`src/mhc_regs.svh`:
```
// register offsets, field positions, reset values and timing for mhc_host
`ifndef MHC_REGS_SVH
`define MHC_REGS_SVH

`define MHC_CTRL_OFS     8'h00
`define MHC_STAT_OFS     8'h04
`define MHC_TXD_OFS      8'h08
`define MHC_RXD_OFS      8'h0C

`define MHC_CTRL_TX      0
`define MHC_CTRL_KICK    1
`define MHC_CTRL_UNCLAMP 2
`define MHC_CTRL_W       3
`define MHC_CTRL_RST     3'h2

`define MHC_ST_CAR       0
`define MHC_ST_SUPV      1
`define MHC_ST_CAREVT    2
`define MHC_ST_TXBUSY    3
`define MHC_ST_RXVAL     4
`define MHC_ST_RXERR     5
`define MHC_ST_SUPVLVL   6
`define MHC_ST_W         7

`define MHC_CLK_MHZ      250
`define MHC_KICK_LOW_NS  1000
`define MHC_KICK_MIN_NS  500
`define MHC_KICK_PER_MS  100
`define MHC_BAUD         1200
`define MHC_CLK_HZ       250000000
`define MHC_KICK_LOW_CYC ((`MHC_KICK_MIN_NS * `MHC_CLK_MHZ + 999) / 1000)
`define MHC_KICK_PER_CYC (`MHC_KICK_PER_MS * `MHC_CLK_MHZ * 1000)
`define MHC_BIT_CYC      ((`MHC_CLK_HZ + `MHC_BAUD - 1) / `MHC_BAUD)

`define MHC_FRAME_LAST   4'hA
`define MHC_RXBIT_LAST   4'h9

`endif

```
`src/mhc_pkg_order_note_unused.sv`:
```
// holds no logic: the controller lives in mhc_host.sv and mhc_uart.sv

```
`src/mhc_pkg.sv`:
```
// shared types for the modem host controller
package mhc_pkg;

	typedef struct packed {
		logic dir_sel;
		logic kick_n;
		logic serial_out_pin;
	} mhc_pins_t;

	typedef struct packed {
		logic [7:0] data;
		logic       err;
	} mhc_rxbyte_t;

	typedef enum logic [1:0] {
		TX_IDLE = 2'h0,
		TX_SEND = 2'h1
	} mhc_tx_st_t;

	typedef enum logic [1:0] {
		RX_IDLE  = 2'h0,
		RX_START = 2'h1,
		RX_DATA  = 2'h3
	} mhc_rx_st_t;

endpackage : mhc_pkg

```
`src/mhc_uart.sv`:
```
// asynchronous byte transmitter and receiver, start + 8 data + odd parity + stop
`timescale 1ns/100ps
`include "mhc_regs.svh"

module mhc_uart #(
	parameter int unsigned BIT_CYC = `MHC_BIT_CYC
) (
	input  wire logic                 pclk,
	input  wire logic                 presetn,
	input  wire logic                 tx_start,
	input  wire logic [7:0]           tx_byte,
	input  wire logic                 rx_in,
	output logic                      txd,
	output logic                      tx_busy,
	output logic                      rx_valid,
	output mhc_pkg::mhc_rxbyte_t      rx_byte
);
	import mhc_pkg::*;

	localparam logic [31:0] BIT_LAST  = 32'(BIT_CYC - 1);
	localparam logic [31:0] HALF_LAST = 32'(BIT_CYC / 2 - 1);

	mhc_tx_st_t  tx_st_q,  tx_st_d;
	logic [31:0] tx_cnt_q, tx_cnt_d;
	logic [3:0]  tx_idx_q, tx_idx_d;
	logic [10:0] tx_sh_q,  tx_sh_d;
	logic        txd_q,    txd_d;

	mhc_rx_st_t  rx_st_q,  rx_st_d;
	logic [31:0] rx_cnt_q, rx_cnt_d;
	logic [3:0]  rx_idx_q, rx_idx_d;
	logic [9:0]  rx_sh_q,  rx_sh_d;
	logic        rx_val_q, rx_val_d;
	mhc_rxbyte_t rx_b_q,   rx_b_d;

	// transmit: line idles high, bits leave lsb first
	always_comb begin
		tx_st_d  = tx_st_q;
		tx_cnt_d = tx_cnt_q;
		tx_idx_d = tx_idx_q;
		tx_sh_d  = tx_sh_q;
		txd_d    = txd_q;
		case (tx_st_q)
			TX_IDLE: begin
				txd_d = 1'b1;
				if (tx_start) begin
					tx_sh_d  = {1'b1, ~^tx_byte, tx_byte, 1'b0};
					tx_cnt_d = 32'h0;
					tx_idx_d = 4'h0;
					txd_d    = 1'b0;
					tx_st_d  = TX_SEND;
				end
			end
			TX_SEND: begin
				if (tx_cnt_q == BIT_LAST) begin // every bit lasts BIT_CYC [RULE9]
					tx_cnt_d = 32'h0;
					if (tx_idx_q == `MHC_FRAME_LAST) begin
						txd_d   = 1'b1;
						tx_st_d = TX_IDLE;
					end else begin
						tx_idx_d = tx_idx_q + 4'h1;
						tx_sh_d  = {1'b1, tx_sh_q[10:1]};
						txd_d    = tx_sh_q[1];
					end
				end else begin
					tx_cnt_d = tx_cnt_q + 32'h1;
				end
			end
			default: tx_st_d = TX_IDLE;
		endcase
	end

	always_ff @(posedge pclk or negedge presetn) begin
		if (!presetn) begin
			tx_st_q  <= TX_IDLE;
			tx_cnt_q <= 32'h0;
			tx_idx_q <= 4'h0;
			tx_sh_q  <= 11'h7FF;
			txd_q    <= 1'b1;
		end else begin
			tx_st_q  <= tx_st_d;
			tx_cnt_q <= tx_cnt_d;
			tx_idx_q <= tx_idx_d;
			tx_sh_q  <= tx_sh_d;
			txd_q    <= txd_d;
		end
	end

	// receive: start bit rechecked at mid-bit so a glitch is not a frame
	always_comb begin
		logic [9:0] sh;
		sh       = {rx_in, rx_sh_q[9:1]};
		rx_st_d  = rx_st_q;
		rx_cnt_d = rx_cnt_q;
		rx_idx_d = rx_idx_q;
		rx_sh_d  = rx_sh_q;
		rx_val_d = 1'b0;
		rx_b_d   = rx_b_q;
		case (rx_st_q)
			RX_IDLE: begin
				rx_cnt_d = 32'h0;
				if (!rx_in) begin
					rx_st_d = RX_START;
				end
			end
			RX_START: begin
				if (rx_cnt_q == HALF_LAST) begin
					rx_cnt_d = 32'h0;
					rx_idx_d = 4'h0;
					rx_st_d  = rx_in ? RX_IDLE : RX_DATA;
				end else begin
					rx_cnt_d = rx_cnt_q + 32'h1;
				end
			end
			RX_DATA: begin
				if (rx_cnt_q == BIT_LAST) begin
					rx_cnt_d = 32'h0;
					rx_sh_d  = sh;
					rx_idx_d = rx_idx_q + 4'h1;
					if (rx_idx_q == `MHC_RXBIT_LAST) begin
						rx_val_d    = 1'b1;
						rx_b_d.data = sh[7:0];
						rx_b_d.err  = (sh[8] != ~^sh[7:0]) | ~sh[9];
						rx_st_d     = RX_IDLE;
					end
				end else begin
					rx_cnt_d = rx_cnt_q + 32'h1;
				end
			end
			default: rx_st_d = RX_IDLE;
		endcase
	end

	always_ff @(posedge pclk or negedge presetn) begin
		if (!presetn) begin
			rx_st_q  <= RX_IDLE;
			rx_cnt_q <= 32'h0;
			rx_idx_q <= 4'h0;
			rx_sh_q  <= 10'h0;
			rx_val_q <= 1'b0;
			rx_b_q   <= '0;
		end else begin
			rx_st_q  <= rx_st_d;
			rx_cnt_q <= rx_cnt_d;
			rx_idx_q <= rx_idx_d;
			rx_sh_q  <= rx_sh_d;
			rx_val_q <= rx_val_d;
			rx_b_q   <= rx_b_d;
		end
	end

	assign txd      = txd_q;
	assign tx_busy  = (tx_st_q != TX_IDLE);
	assign rx_valid = rx_val_q;
	assign rx_byte  = rx_b_q;

endmodule : mhc_uart

```
`src/mhc_host.sv`:
```
// host-side controller for a power line modem with an apb register port
`timescale 1ns/100ps
`include "mhc_regs.svh"

// Operation
// RULE1 - host kicks the watchdog with falling edges, pulses wide, period bounded
// RULE2 - modem raises supervisory reset after missed kicks or low supply
// RULE3 - direction select 0 means transmit, 1 means receive
// RULE4 - modem returns to receive itself when transmit is held over 1s
// RULE5 - modem pulls carrier sense low while a valid signal is present
// RULE6 - host catches carrier sense on a falling-edge interrupt input
// RULE7 - host takes supervisory reset rising edge as top event and resets
// RULE8 - host serial out feeds modem transmit, modem receive feeds serial in
// RULE9 - host serial rate toward the modem stays at or below 1200 baud
// RULE10 - on a pc port rts drives direction and loops back as cts
// RULE11 - on a pc port dsr ties to dtr, ring indicator unconnected
// RULE12 - on a pc port external logic supplies a free-running kick clock
// RULE13 - receive retiming logic is reset after power-up before use
// RULE14 - host runs from the modem master clock, no crystal of its own
// RULE15 - carrier sense asserts and releases only after the detect hold time
// RULE16 - transmit data held 0 in receive mode removes carrier clamping
// RULE17 - kick period measured between falling edges, low time inside it
module mhc_host #(
	parameter int unsigned KICK_PER_CYC = `MHC_KICK_PER_CYC,
	parameter int unsigned BIT_CYC      = `MHC_BIT_CYC
) (
	input  wire logic              pclk,     // modem master clock [RULE14]
	input  wire logic              presetn,
	input  wire logic              psel,
	input  wire logic              penable,
	input  wire logic              pwrite,
	input  wire logic [7:0]        paddr,
	input  wire logic [31:0]       pwdata,
	output logic      [31:0]       prdata,
	output logic                   pready,
	output logic                   pslverr,
	input  wire logic              carrier_sense_low,
	input  wire logic              modem_reset,
	input  wire logic              serial_in_pin,
	output mhc_pkg::mhc_pins_t     modem_pins,
	output logic                   host_reset_req
);
	import mhc_pkg::*;

	// kick period and kick low time, both in clock cycles
	localparam logic [31:0] KICK_LAST = 32'(KICK_PER_CYC - 1);
	localparam logic [31:0] KICK_LOW  = 32'(`MHC_KICK_LOW_CYC);

	// register map, one aligned word each
	//   ctrl   rw  bit0 transmit mode, bit1 kick enable, bit2 unclamp
	//   status ro  bit0 carrier present, bit1 supervisory event (w1c)
	//              bit2 carrier event (w1c), bit3 transmit busy
	//              bit4 byte waiting, bit5 byte error (w1c)
	//              bit6 supervisory reset level
	//   txdata wo  bits 7:0 start one frame, dropped while busy
	//   rxdata ro  last byte received; reading it clears bit4
	// only the low bits of each word are used; the rest read as zero
	// and ignore writes, so the map can grow without breaking software
	// timing seen by software
	//   every transfer takes one wait state, reads and writes alike
	//   a supervisory rise forces ctrl back to its reset value, so the
	//   link returns to receive and kicking resumes at once
	//   a new byte overwrites an unread one: there is no receive queue

	// pin synchronisers: carrier, supervisory reset, receive data
	logic [2:0] sync_m_q, sync_m_d;
	logic [2:0] sync_s_q, sync_s_d;
	logic [2:0] sync_p_q, sync_p_d;
	logic       car_s, supv_s, rxd_s;

	// apb slave state
	logic        pready_q,  pready_d;
	logic        pslverr_q, pslverr_d;
	logic [31:0] prdata_q,  prdata_d;

	// control, status and data registers
	logic [`MHC_CTRL_W-1:0] ctrl_q, ctrl_d;
	logic [`MHC_ST_W-1:0]   stat;
	logic                   supv_ev_q, supv_ev_d;
	logic                   car_ev_q,  car_ev_d;
	logic                   rx_val_q,  rx_val_d;
	logic                   rx_err_q,  rx_err_d;
	logic [7:0]             rx_dat_q,  rx_dat_d;
	logic                   tx_go_q,   tx_go_d;
	logic [7:0]             tx_dat_q,  tx_dat_d;
	logic                   hrr_q,     hrr_d;

	// kick generator and pin drivers
	logic [31:0] kick_cnt_q, kick_cnt_d;
	mhc_pins_t   pins_q,     pins_d;

	// uart side
	logic        u_txd;
	logic        u_busy;
	logic        u_rx_valid;
	mhc_rxbyte_t u_rx_byte;

	logic access, wr_fire, rd_fire, mapped;
	logic supv_rise, car_fall, tx_busy;

	// second stage outputs, the ones that logic reads apart from the third-stage edge taps
	assign car_s  = sync_s_q[0];
	assign supv_s = sync_s_q[1];
	assign rxd_s  = sync_s_q[2];

	// two flops per pin, third stage only for edge detection
	always_comb begin
		sync_m_d = {serial_in_pin, modem_reset, carrier_sense_low};
		sync_s_d = sync_m_q;
		sync_p_d = sync_s_q;
	end

	// receive retiming restarts from line idle after every reset [RULE13]
	always_ff @(posedge pclk or negedge presetn) begin
		if (!presetn) begin
			sync_m_q <= 3'h7;
			sync_s_q <= 3'h7;
			sync_p_q <= 3'h7;
		end else begin
			sync_m_q <= sync_m_d;
			sync_s_q <= sync_s_d;
			sync_p_q <= sync_p_d;
		end
	end

	// supervisory reset starts high at power-up; only a real rise counts
	assign supv_rise = supv_s & ~sync_p_q[1];        // [RULE7]
	assign car_fall  = ~car_s & sync_p_q[0];         // [RULE6]
	assign tx_busy   = u_busy | tx_go_q;

	// one wait state: pready rises in the second access cycle
	assign access  = psel & penable & pready_q;
	assign wr_fire = access & pwrite;
	assign rd_fire = access & ~pwrite;
	// an unmapped address answers with pslverr and has no effect
	assign mapped  = (paddr == `MHC_CTRL_OFS) || (paddr == `MHC_STAT_OFS) ||
	                 (paddr == `MHC_TXD_OFS)  || (paddr == `MHC_RXD_OFS);

	// status word, lsb first: carrier, events, busy, byte flags, level
	assign stat = {supv_s, rx_err_q, rx_val_q, tx_busy,
	               car_ev_q, supv_ev_q, ~car_s};

	// read mux and completion flags; read data is zero outside the
	// ready cycle, so a stale word never lingers on the bus
	// between transfers
	always_comb begin
		pready_d  = psel & penable & ~pready_q;
		pslverr_d = pready_d & ~mapped;
		prdata_d  = 32'h0;
		if (paddr == `MHC_CTRL_OFS) begin
			prdata_d = {{(32-`MHC_CTRL_W){1'b0}}, ctrl_q};
		end else if (paddr == `MHC_STAT_OFS) begin
			prdata_d = {{(32-`MHC_ST_W){1'b0}}, stat};
		end else if (paddr == `MHC_RXD_OFS) begin
			prdata_d = {24'h0, rx_dat_q};
		end
		if (!pready_d || pwrite) begin
			prdata_d = 32'h0;
		end
	end

	always_ff @(posedge pclk or negedge presetn) begin
		if (!presetn) begin
			pready_q  <= 1'b0;
			pslverr_q <= 1'b0;
			prdata_q  <= 32'h0;
		end else begin
			pready_q  <= pready_d;
			pslverr_q <= pslverr_d;
			prdata_q  <= prdata_d;
		end
	end

	// register writes, sticky events; a set always beats a clear
	always_comb begin
		ctrl_d    = ctrl_q;
		supv_ev_d = supv_ev_q;
		car_ev_d  = car_ev_q;
		rx_err_d  = rx_err_q;
		rx_val_d  = rx_val_q;
		rx_dat_d  = rx_dat_q;
		tx_go_d   = 1'b0;
		tx_dat_d  = tx_dat_q;
		hrr_d     = supv_rise;                       // [RULE7]
		if (wr_fire && paddr == `MHC_CTRL_OFS) begin
			ctrl_d = pwdata[`MHC_CTRL_W-1:0];
		end else if (wr_fire && paddr == `MHC_STAT_OFS) begin
			if (pwdata[`MHC_ST_SUPV]) supv_ev_d = 1'b0;
			if (pwdata[`MHC_ST_CAREVT]) car_ev_d = 1'b0;
			if (pwdata[`MHC_ST_RXERR]) rx_err_d = 1'b0;
		end else if (wr_fire && paddr == `MHC_TXD_OFS && !tx_busy) begin
			tx_go_d  = 1'b1;                         // byte dropped when busy
			tx_dat_d = pwdata[7:0];
		end
		if (rd_fire && paddr == `MHC_RXD_OFS) begin
			rx_val_d = 1'b0;
		end
		// a new byte wins over a read in the same cycle
		if (u_rx_valid) begin
			rx_val_d = 1'b1;
			rx_dat_d = u_rx_byte.data;
			if (u_rx_byte.err) rx_err_d = 1'b1;
		end
		if (car_fall) begin
			car_ev_d = 1'b1;                         // [RULE6]
		end
		if (supv_rise) begin
			supv_ev_d = 1'b1;
			ctrl_d    = `MHC_CTRL_RST;               // self-reset [RULE7]
		end
	end

	always_ff @(posedge pclk or negedge presetn) begin
		if (!presetn) begin
			// kicking on from reset so the watchdog is served at once
			ctrl_q    <= `MHC_CTRL_RST;
			supv_ev_q <= 1'b0;
			car_ev_q  <= 1'b0;
			rx_err_q  <= 1'b0;
			rx_val_q  <= 1'b0;
			rx_dat_q  <= 8'h0;
			tx_go_q   <= 1'b0;
			tx_dat_q  <= 8'h0;
			hrr_q     <= 1'b0;
		end else begin
			ctrl_q    <= ctrl_d;
			supv_ev_q <= supv_ev_d;
			car_ev_q  <= car_ev_d;
			rx_err_q  <= rx_err_d;
			rx_val_q  <= rx_val_d;
			rx_dat_q  <= rx_dat_d;
			tx_go_q   <= tx_go_d;
			tx_dat_q  <= tx_dat_d;
			hrr_q     <= hrr_d;
		end
	end

	// kick generator, free running so no outside kick clock is needed
	// [RULE12]; a started period always runs to its end and the counter
	// then rests at its last value, so a disable never cuts a low pulse
	// short and a quick re-enable never gives a short period
	always_comb begin
		kick_cnt_d = kick_cnt_q;
		if (kick_cnt_q != KICK_LAST) begin
			kick_cnt_d = kick_cnt_q + 32'h1;         // [RULE17]
		end else if (ctrl_q[`MHC_CTRL_KICK]) begin
			kick_cnt_d = 32'h0;                      // next fall [RULE1]
		end
	end

	always_ff @(posedge pclk or negedge presetn) begin
		if (!presetn) begin
			kick_cnt_q <= KICK_LAST;
		end else begin
			kick_cnt_q <= kick_cnt_d;
		end
	end

	// pin drivers, all registered
	always_comb begin
		pins_d.kick_n  = ~(kick_cnt_d < KICK_LOW);  // [RULE1]
		// one control bit alone sets the direction [RULE10]
		pins_d.dir_sel = ~ctrl_q[`MHC_CTRL_TX];     // 0 selects transmit [RULE3]
		if (ctrl_q[`MHC_CTRL_TX]) begin
			pins_d.serial_out_pin = u_txd;           // [RULE8]
		end else begin
			// low in receive lets weak signals through unclamped
			pins_d.serial_out_pin = ~ctrl_q[`MHC_CTRL_UNCLAMP]; // [RULE16]
		end
	end

	always_ff @(posedge pclk or negedge presetn) begin
		if (!presetn) begin
			// every pin idles: receive, no kick, line high
			pins_q <= '{dir_sel: 1'b1, kick_n: 1'b1, serial_out_pin: 1'b1};
		end else begin
			pins_q <= pins_d;
		end
	end

	// byte serialiser; rate fixed by BIT_CYC [RULE9]
	// a fixed rate keeps the baud limit out of software's hands, at the
	// cost of a rebuild for another rate
	mhc_uart #(
		.BIT_CYC (BIT_CYC)
	) u_uart (
		.pclk     (pclk),
		.presetn  (presetn),
		.tx_start (tx_go_q),
		.tx_byte  (tx_dat_q),
		.rx_in    (rxd_s),                           // [RULE8]
		.txd      (u_txd),
		.tx_busy  (u_busy),
		.rx_valid (u_rx_valid),
		.rx_byte  (u_rx_byte)
	);

	assign prdata         = prdata_q;
	assign pready         = pready_q;
	assign pslverr        = pslverr_q;
	assign modem_pins     = pins_q;
	assign host_reset_req = hrr_q;

endmodule : mhc_host

```
`config.mk`:
```
export PLATFORM = sky130hd
export DESIGN_NAME = mhc_host
export DESIGN_NICKNAME = d
export VERILOG_FILES = /design/src/mhc_pkg_order_note_unused.sv /design/src/mhc_pkg.sv /design/src/mhc_uart.sv /design/src/mhc_host.sv
export VERILOG_INCLUDE_DIRS = /design/src
export SDC_FILE = /design/constraint.sdc
export NUM_CORES = 1
export LEC_CHECK = 0
export ABC_CLOCK_PERIOD_IN_PS = 4240
export BUFFER_PORTS_ARGS = -buffer_cell sky130_fd_sc_hd__buf_2
export CAP_MARGIN = 30
export CORE_MARGIN = 2
export CORE_UTILIZATION = 55
export CTS_BUF_LIST = sky130_fd_sc_hd__clkbuf_8
export DETAILED_ROUTE_END_ITERATION = 10
export HOLD_SLACK_MARGIN = 0.12
export PLACE_DENSITY = 0.81
export SLEW_MARGIN = 10
export SYNTH_ARGS = -nofsm -noshare
export SYNTH_HDL_FRONTEND = slang
export SYNTH_SLANG_ARGS = --single-unit
```
`constraint.sdc`:
```
create_clock -name pclk -period 4.24 [get_ports pclk]
set_input_delay 0.848 -clock pclk [delete_from_list [all_inputs] [get_ports pclk]]
set_output_delay 0.848 -clock pclk [all_outputs]
set_load 0.01 [all_outputs]
```
* Word level (Yosys, flattened, before mapping) *
Cells that the tools add are included.

word-level totals
  bits in registers = 210
  bits of input ports = 48
  output and inout port bits = 38

operators by class
  $add $sub $neg = 5
  magnitude comparators = 1
  equal/unequal tests = 23
  mux-type cells = 61
  bitwise operators = 21
  reduce and logical (&&, ||, !) cells = 37

operator list
  kind                   count
  $mux 32                7
  $add 32x1->32 const B  3
  $pmux 32 s3            1
  $eq 32x18->1 const B   2
  $pmux 32 s2            1
  $mux 11                3
  $eq 32x17->1 const B   1
  $lt 32x7->1 const B    1
  $ne 32x25->1 const B   1
  $mux 1                 25
  $mux 8                 3
  $pmux 11 s2            1
  $mux 4                 5
  $reduce_and 3->1       6
  $reduce_bool 2->1      9
  $eq 8x4->1 const B     2
  $mux 2                 8
  $pmux 4 s2             2
  $reduce_xnor 8->1      2
  $not 1->1              11
  $ne 2x1->1 const B     5
  $ne 2x2->1 const B     5
  $add 4x1->4 const B    2
  $and 1x1->1            8
  18 further kinds       34

* Logic depth before layout (Yosys ltp) *
Gate-level depths: netlist of the first run.

  word-level depth = 8
  depth in mapped cells = 10
  depth with buffers taken out = 9

* Cells and area by module *
From an unflattened synthesis of the first run, not the netlist that was laid out.

unflattened totals
  cell total of the unflattened synthesis = 990
  area, all modules = 9474.1 µm²

by module, submodules not included
  module    times used  cells each  area an instance (µm²)  sequential area each (µm²)
  mhc_uart  1           611         5604.1                  2615.0
  mhc_host  1           379         3870.0                  1988.2

* Least setup slack after synthesis of the first run *
Ideal clock, no wire load.

  path kind = input -> register
  start point = input port paddr[7]
  end point = register tx_dat_q[0]
  setup time = 127 ps
  data arrival time = 2515 ps
  path slack = 1597 ps
  stages on the path = 5
  path through = or4_1 > nor3_2 > nand3_1 > nor3_4 > mux2_1

on the way
  longest elaborated chain between the ends = 4

RTL lines
  item                                                       RTL line         source
  start: declaration                                         mhc_host.sv:32   input wire logic [7:0] paddr,
  $eq 8x4->1 (no source line), or another cell as far along  -
  $logic_and 1x1->1 (no source line)                         -
  $logic_and 1x1->1 / $not 1->1 (equally long branches)      -
  $reduce_and 3->1 (no source line) *                        -
  end signal: assignment                                     mhc_host.sv:233  tx_dat_q <= tx_dat_d;
  end: declaration                                           mhc_host.sv:85   logic [7:0] tx_dat_q, tx_dat_d;

Every way passes the cells marked *; elsewhere a longest branch is shown, timed or not.
A chain may end at the register's enable or synchronous reset.

==> results of run 1 <==
layer usage:
| layer | wire length, um | vias to the layer above |
|---|---|---|
| li1 | - | 3349 |
| met1 | 8430 | 3439 |
| met2 | 9230 | 193 |
| met3 | 901 | 12 |
| met4 | 182 | 0 |
| met5 | 0 | - |
worst reg2reg max path, delay by kind of cell, from the launching register on:
kind             cells  cell delay, ns
AND/OR/NAND/NOR      6            2.08
flip-flops           1            0.61
XOR/XNOR             1            0.15
per-stage QoR:
stage	instances	setup WS (ns)
floorplan	949	1.60
global placement	1152	1.31
detailed placement	1153	1.25
CTS	1184	1.30
global route	1185	1.06
finish	1185	1.32
flip-flops by register name, summed over array words and instances (netlist names), 4 cells and up:
register	count
u_uart.rx_byte	9
prdata	8
u_uart.rx_idx_q	4
u_uart.tx_idx_q	4
rx_dat_q	8
u_uart.tx_sh_q	9
u_uart.rx_sh_q	9
kick_cnt_q	32
tx_dat_q	8
u_uart.rx_cnt_q	32
u_uart.tx_cnt_q	32
cell families (layout without fill, tap and decap cells):
family / after synthesis / count (layout) / share of synthesized area [%]
muxes: 49 / 49 / 5.81
xor gates and xnor gates: 47 / 47 / 4.57
buffers and inverters: 79 / 95 / 4.53
other: 1 / 24 / 0.0408
DFF: 182 / 182 / 50.1
and+or+nand+nor: 369 / 369 / 21.3
AOI/OAI and AO/OA: 189 / 189 / 12.2
adders and majority gates: 10 / 10 / 1.36
cells in the final DEF (no fill, tap or decap), drive strengths merged, types with 17 or more instances in the layout:
cell type	n
nor4	22
nand2	89
nor3	22
nand4	36
dfrtp	143
xor2	20
buf	47
mux2	34
conb	24
inv	25
clkbuf	17
a21oi	26
o21ai	99
nor2	73
dfstp	39
nand3	58
xnor2	27
worst max path at each step:
stage / startpoint / endpoint / depth (start not counted)
after floorplan: paddr[7] / tx_dat_q[0] / 5
after global placement: paddr[7] / tx_dat_q[3] / 6
after detailed placement: paddr[7] / tx_dat_q[4] / 6
after CTS: kick_cnt_q[2] / modem_pins[1] / 7
after global routing: u_uart.tx_cnt_q[1] / u_uart.tx_idx_q[3] / 10
final: kick_cnt_q[2] / modem_pins[1] / 7
cell type report:
type,count,share of cell area (%)
sequential,182,46.4
multi-input combinational,688,42.9
timing repair buffer,47,3.05
tap,220,2.77
clock buffer,17,2.36
clock inverter,14,1.87
inverter,17,0.643
power breakdown:
| part | internal (mW) | leakage [nW] | switching (mW) | total (mW) |
|---|---|---|---|---|
| clock network | 0.596 | 0.203 | 0.662 | 1.26 |
| registers | 1.75 | 2.38 | 0.00653 | 1.75 |
| logic | 0.0226 | 1.73 | 0.0634 | 0.0860 |
| total | 2.37 | 4.31 | 0.732 | 3.10 |
==> metrics.yaml, run 1 <==
period_share_pct: 68.9
initial_core_util_pct: 55.8
seq_area_sq_um: 4600
rrSetupSlack_ns: 1.32
fin_skew_ns: 0.0132
cp_top_family: "simple AND/OR/NAND/NOR gates"
wl_per_cell_um: 15.8
use_met1_pct: 30.5
rsz0062_at_grt: "false"
drv_slew: 0
multi_input_area_sq_um: 4260
worst-endpoint-arrival_ns: 3.30
final_area_sq_um: 9920
routed_wl_um: 18700
synthesis.area_sq_um: 9180
cts_htree_levels: 4
cp_slowest_cell: "or4_4"
synthTopCellsByArea: "dfrtp_1, dfstp_2, o21ai_1"
hold_violations: 0
cts-root-buf: "clkbuf_8"
peakVddDrop_mv: 0.278
synthCells: 926
vias_per_cell: 5.90
drt-pass1-iter-count: 5
setup_viol_count_final: 0
worst-r2r-cell-count: 7
synth_area_leader_cell: "dfrtp_1"
n_antenna_cell: 0
cts_tree: "yes"
worstSkewPairLatency_ns: 0.47
die_h_um: 133
area_growth_pct: 8.07
grt_pass1_vias: 6689
crit_path_frequent_cell: "nor4b_1"
crit_required_ns: 4.62
vias: 6993
grt_busiest_layer: "met2"
met3_usage_pct: 4.53
fin_nets: 1011
worst_setup_path_end_kind: "flop"
ant_nets: 0
rows: 47
ys.warnings.count: 0
ios: 86
leakage_nw: 4.31
clock-sinks: 182
async_flop_share_pct: 100
gp_congestion: 0.818
tightest_slew_ns: 0.802
grt_pass1_wl_um: 32600
grt_start_max_net_pins: 98
timing.rr.start: "kick_cnt_q[2]"
portBuffers: 37
drt-initial-drc-count: 734
grt-ovfl-total: 0
ctsHoldBuffers: 0
path_cells: "nand3_1 > or4_4 > or3_1 > xnor2_2 > nor4b_1 > nor4b_1 > nand4_1"
fillCellCount: 1357
groute.layer.met2.usage_pct: 36.9
fmax_mhz: 342
antenna_found_initial: 0
worstSetupPathType: "flop to flop"
cp_max_fo: 8
p_total_mw: 3.10
ctsResizeCount: 0
clockBufferDepth: 2
ys_seq_area_share_pct: 50.1
core-area_sq_um: 16500
track_usage_pct: 22.5
post_cts_buffers: 0
power.density_nw_per_um2: 312
fin_util_pct: 60.3
layout-drive-gt1-share_pct: 15.3
die_area_sq_um: 17700
synth_seq_cells: 182
syn_area_per_cell_sq_um: 9.91
numCtsBuffers: 17
synth.most_common_cell: "dfrtp_1"
startpoint_type: "flop"
hold_class: "primary input to async pin"
tns_ns: 0
synth_top_area_share_pct: 39.0
placed_area_sq_um: 9470
r2r_end: "modem_pins[1]"
max_stage_delay_ns: 0.62
min_period_ns: 2.92
hold_ws_ns: 0.211
die_w_um: 133
outcome: "finished clean"
maxSlewHeadroom_pct: 46.5
synthTopCellsByCount: "dfrtp_1, o21ai_1, nand2_1"
yosys.cell_types.count: 66
path_clk_slew_ns: 0.10
drc: 0
cap_violations: 0
synth-edff-count: 0
hpwl_um: 12700
path_buf_inv: 0
synth_ff_type: "dfrtp_1"
Note: power is estimated with default switching activity, not from simulation.
==> inputs of run 2 (changes only) <==
Settings changed: ABC_CLOCK_PERIOD_IN_PS 4240 to 3000.
Clock period 4.24 ns to 3 ns, I/O delays scaled along.
==> metrics.yaml, run 2 (same netlist as run 1, synthesis figures left out) <==
outcome: "finished clean"
grt_pass1_wl_um: 32000
fin_nets: 1020
hold_violations: 0
rows: 47
sequentialPowerShare_pct: 57.7
worst-endpoint-arrival_ns: 3.18
drt-initial-drc-count: 560
cp_top_family: "simple AND/OR/NAND/NOR gates"
clockBufferDepth: 2
layout_commonest_cell: "dfrtp_1"
antenna_found_initial: 0
portBuffers: 37
post_cts_buffers: 0
worst-r2r-cell-count: 8
hold_ws_ns: 0.109
layout-drive-gt1-share_pct: 16.2
drt-pass1-iter-count: 5
gp_congestion: 0.858
cts-root-buf: "clkbuf_8"
grt_pass1_vias: 6724
r2r_end: "modem_pins[1]"
worstSetupPathType: "flop to flop"
drc: 0
n_antenna_cell: 0
p_sw_share_pct: 25.3
crit_path_frequent_cell: "nand3_1"
ios: 86
die_h_um: 133
max_stage_delay_ns: 0.65
startpoint_type: "flop"
worst_setup_path_end_kind: "flop"
area_growth_pct: 8.57
drv_slew: 0
p_clk_share_pct: 39.6
crit_required_ns: 3.39
leakage_nw: 4.36
ant_nets: 0
rsz0062_at_grt: "false"
initial_core_util_pct: 55.8
peakVddDrop_mv: 0.304
cts_htree_levels: 4
p_total_mw: 4.30
die_w_um: 133
grt-ovfl-total: 0
grt_start_max_net_pins: 69
ctsResizeCount: 0
path_buf_inv: 0
power.density_nw_per_um2: 431
rrSetupSlack_ns: 0.21
core-area_sq_um: 16500
worstSkewPairLatency_ns: 0.48
fmax_mhz: 359
clock-sinks: 182
period_share_pct: 92.9
routed_wl_um: 18400
fin_ws_ns: 0.212
track_usage_pct: 22.1
reg_top3: "kick_cnt_q x32, u_uart.rx_cnt_q x32, u_uart.tx_cnt_q x32"
hold_class: "primary input to async pin"
wl_per_cell_um: 15.4
hpwl_um: 12900
p_int_mw: 3.21
final_cell_mix: "dfrtp_1, o21ai_1, nand2_1"
maxSlewHeadroom_pct: 55.0
vias: 6960
place_ws_ns: 0.229
cp_slowest_cell: "or4_1"
p_sw_mw: 1.09
tightest_slew_ns: 0.669
cap_violations: 0
tns_ns: 0
cp_max_fo: 10
final_area_sq_um: 9970
die_area_sq_um: 17700
p_comb_share_pct: 2.8
numCtsBuffers: 17
setup_viol_count_final: 0
path_cells: "ha_1 > nand3_1 > or3_1 > or4_1 > nand3_1 > o21ai_1 > nor4_1 > nand4_1"
fin_skew_ns: 0.0152
fillCellCount: 1358
min_period_ns: 2.79
path_clk_slew_ns: 0.10
cts_tree: "yes"
ctsHoldBuffers: 0
vias_per_cell: 5.82
placed_area_sq_um: 9550
timing.rr.start: "kick_cnt_q[0]"
## run 2: metrics by stage
stage                     instances  util (%)
after floorplan                 949         -
after global placement         1162      58.0
after detailed placement       1162      58.0
after CTS                      1194      60.5
after global routing           1195      60.5
final                          1195      60.5
## run 2: area by class of cell
cell class	count	area (sq um)	share of cell area, %
Tap cell	220	275	2.76
Inverter	17	63.8	0.640
Clock inverter	15	175	1.76
Sequential cell	182	4600	46.2
Clock buffer	17	234	2.35
Timing Repair Buffer	56	359	3.60
Multi-Input combinational cell	688	4260	42.7
## run 2: worst max path at each step
stage                  startpoint            end  slack [ns]  cells after the start
floorplan           kick_cnt_q[2]  modem_pins[1]        0.39                      8
global placement    kick_cnt_q[0]  modem_pins[1]        0.27                      8
detailed placement  kick_cnt_q[0]  modem_pins[1]        0.23                      8
CTS                 kick_cnt_q[0]  modem_pins[1]        0.21                      8
global route        kick_cnt_q[1]  modem_pins[1]        0.05                      8
finish              kick_cnt_q[0]  modem_pins[1]        0.21                      8
## run 2: power by group through the flow
stage	clock network, mW	logic (mW)	registers [mW]
after global placement	0	0.121	2.52
after detailed placement	0	0.122	2.52
after global routing	1.85	0.138	2.48
final	1.70	0.119	2.48
after floorplan	0	0.0621	2.52
after CTS	1.74	0.123	2.48
## run 2: routing by layer
metal / up-vias / part of all wire [%] / global-route usage (%)
li1: 3386 / - / -
met1: 3419 / 46 / 30.4
met4: 0 / 1.3 / 6.56
met3: 21 / 4.1 / 5.02
met2: 134 / 48 / 35.5
met5: - / 0 / 0
==> inputs of run 3 (changes only) <==
Settings changed: ABC_AREA set to 1, CAP_MARGIN 30 to 40, CTS_CLUSTER_DIAMETER set to 200, PLACE_DENSITY 0.81 to 0.8.
==> metrics.yaml, run 3 <==
outcome: "finished clean"
worst_setup_path_end_kind: "flop"
leakage_nw: 5.22
wl_per_cell_um: 14.0
syn_area_per_cell_sq_um: 7.45
hold_ws_ns: 0.130
tightest_slew_ns: 0.710
max_stage_delay_ns: 0.56
grt_pass1_wl_um: 40400
clockBufferDepth: 2
die_h_um: 142
power.density_nw_per_um2: 394
final_cell_mix: "nand2_1, inv_1, nor2_1"
die_w_um: 142
rsz0062_at_grt: "false"
hold_class: "primary input to async pin"
grt-ovfl-total: 0
synth_top_area_share_pct: 34.1
startpoint_type: "flop"
layout-drive-gt1-share_pct: 11.0
drt-initial-drc-count: 739
maxSlewHeadroom_pct: 52.6
synth_area_leader_cell: "dfrtp_1"
synth_ff_type: "dfrtp_1"
vias_per_cell: 5.43
cp_slowest_cell: "dfstp_2"
instances_no_fill: 1692
synthCells: 1408
track_usage_pct: 24.5
async_flop_share_pct: 100
fmax_mhz: 420
drt-pass1-iter-count: 6
layout_commonest_cell: "nand2_1"
ys.warnings.count: 0
gp_congestion: 0.949
fin_ws_ns: 0.619
ys_seq_area_share_pct: 43.9
cap_violations: 0
initial_core_util_pct: 56.1
place_ws_ns: 0.707
tns_ns: 0
core-area_sq_um: 18700
hpwl_um: 17300
crit_path_frequent_cell: "nand2_1"
setup_viol_count_final: 0
ctsResizeCount: 0
post_cts_buffers: 0
drv_slew: 0
worst-endpoint-arrival_ns: 2.79
numCtsBuffers: 17
cts_tree: "yes"
die_area_sq_um: 20200
reg_top3: "kick_cnt_q x32, u_uart.rx_cnt_q x32, u_uart.tx_cnt_q x32"
fin_skew_ns: 0.0205
portBuffers: 37
synth.most_common_cell: "nand2_1"
crit_required_ns: 3.41
hold_violations: 0
grt_pass1_vias: 8672
antenna_found_initial: 0
fin_nets: 1503
synthTopCellsByArea: "dfrtp_1, nand2_1, dfstp_2"
ios: 86
ant_nets: 0
worstSetupPathType: "flop to flop"
placed_cells: 1660
peakVddDrop_mv: 0.291
grt_start_max_net_pins: 87
clock-sinks: 182
rows: 50
synthesis.area_sq_um: 10500
worstSkewPairLatency_ns: 0.49
path_cells: "ha_1 > nand3_2 > clkinv_2 > nand2_2 > nor2_4 > nand2_4 > nand2_1 > nand2_1 > inv_1 > nand2_1 > nor2_1 > nand2_1 > nor2_1 > nand2_1"
min_period_ns: 2.38
vias: 9187
synthTopCellsByCount: "nand2_1, inv_1, nor2_1"
ctsHoldBuffers: 0
cp_max_fo: 16
synth-edff-count: 0
cts_htree_levels: 4
cts-root-buf: "clkbuf_8"
n_antenna_cell: 0
synth_seq_cells: 182
routed_wl_um: 23800
area_growth_pct: 7.59
path_clk_slew_ns: 0.13
period_share_pct: 79.4
yosys.cell_types.count: 43
drc: 0
==> run 3: cell count changes after synthesis, moves of 30 or more <==
cell	change
nand2_1	+294
inv_1	+171
nor2_1	+92
o21ai_1	-85
o21ai_0	+65
nand3_1	+36
xor2_1	+30
==> run 3: logic make-up (layout without fill, tap and decap cells) <==
kind of cell / after synthesis / after routing / synth area share (%)
buffers and inverters: 239 / 266 / 9.67
AOI/OAI and AO/OA: 127 / 127 / 6.59
other: 1 / 24 / 0.0357
DFF: 182 / 182 / 43.9
and+or+nand+nor: 787 / 787 / 33.5
xor gates and xnor gates: 62 / 62 / 5.17
adders and majority gates: 10 / 10 / 1.19
==> run 3: path summary, 6_finish.rpt <==
check	slack (ns)	from	cells after the start	to
worst max-delay path	0.62	kick_cnt_q[1]	14	modem_pins[1]
worst min-delay path	0.13	presetn	1	u_uart.rx_byte[6]
worst max register to register	0.62	kick_cnt_q[1]	14	modem_pins[1]
worst min register to register	0.35	sync_m_q[2]	0	sync_p_d[2]
max in group asynchronous	1.96	presetn	2	kick_cnt_q[0]
min in group pclk	0.19	modem_reset	1	sync_m_q[1]
==> run 3: stage by stage <==
step / util [%] / cell area (sq um) / power (mW)
2_1_floorplan: - / 10600 / 2.61
3_3_place_gp: 57.9 / 10800 / 2.67
3_5_place_dp: 57.9 / 10800 / 2.68
4_1_cts: 60.4 / 11300 / 4.48
5_1_grt: 60.4 / 11300 / 4.61
6_report: 60.4 / 11300 / 4.45
==> run 3: power breakdown <==
part / internal [mW] / switching (mW) / leakage (nW)
Clock: 0.685 / 1.13 / 0.223
Combinational: 0.0327 / 0.0976 / 2.65
Sequential: 2.48 / 0.0167 / 2.35
Total: 3.20 / 1.25 / 5.22
==> run 3: worst max-delay path, delay by kind of cell (launching register included) <==
family,cells,cell delay (ns)
fa+ha+maj,1,0.24
buf+inv,2,0.20
flops,1,0.56
simple gates,11,1.31
==> run 3: cell type report <==
class	instances	area [sq um]
inverters	189	711
well taps	234	293
multi-input cells	1010	4960
fillers	1641	7410
clock inverters	15	221
clock buffers	17	234
repair buffers	45	267
flip-flops and latches	182	4600
==> run 3: per-layer routing <==
metal / global-route usage [%] / share of wire (%) / vias to the layer above
met3: 3.47 / 4.6 / 36
met2: 41.5 / 49 / 266
met4: 7.42 / 1.8 / 0
met1: 32.9 / 44 / 4343
li1: - / - / 4542
met5: 0 / 0 / -
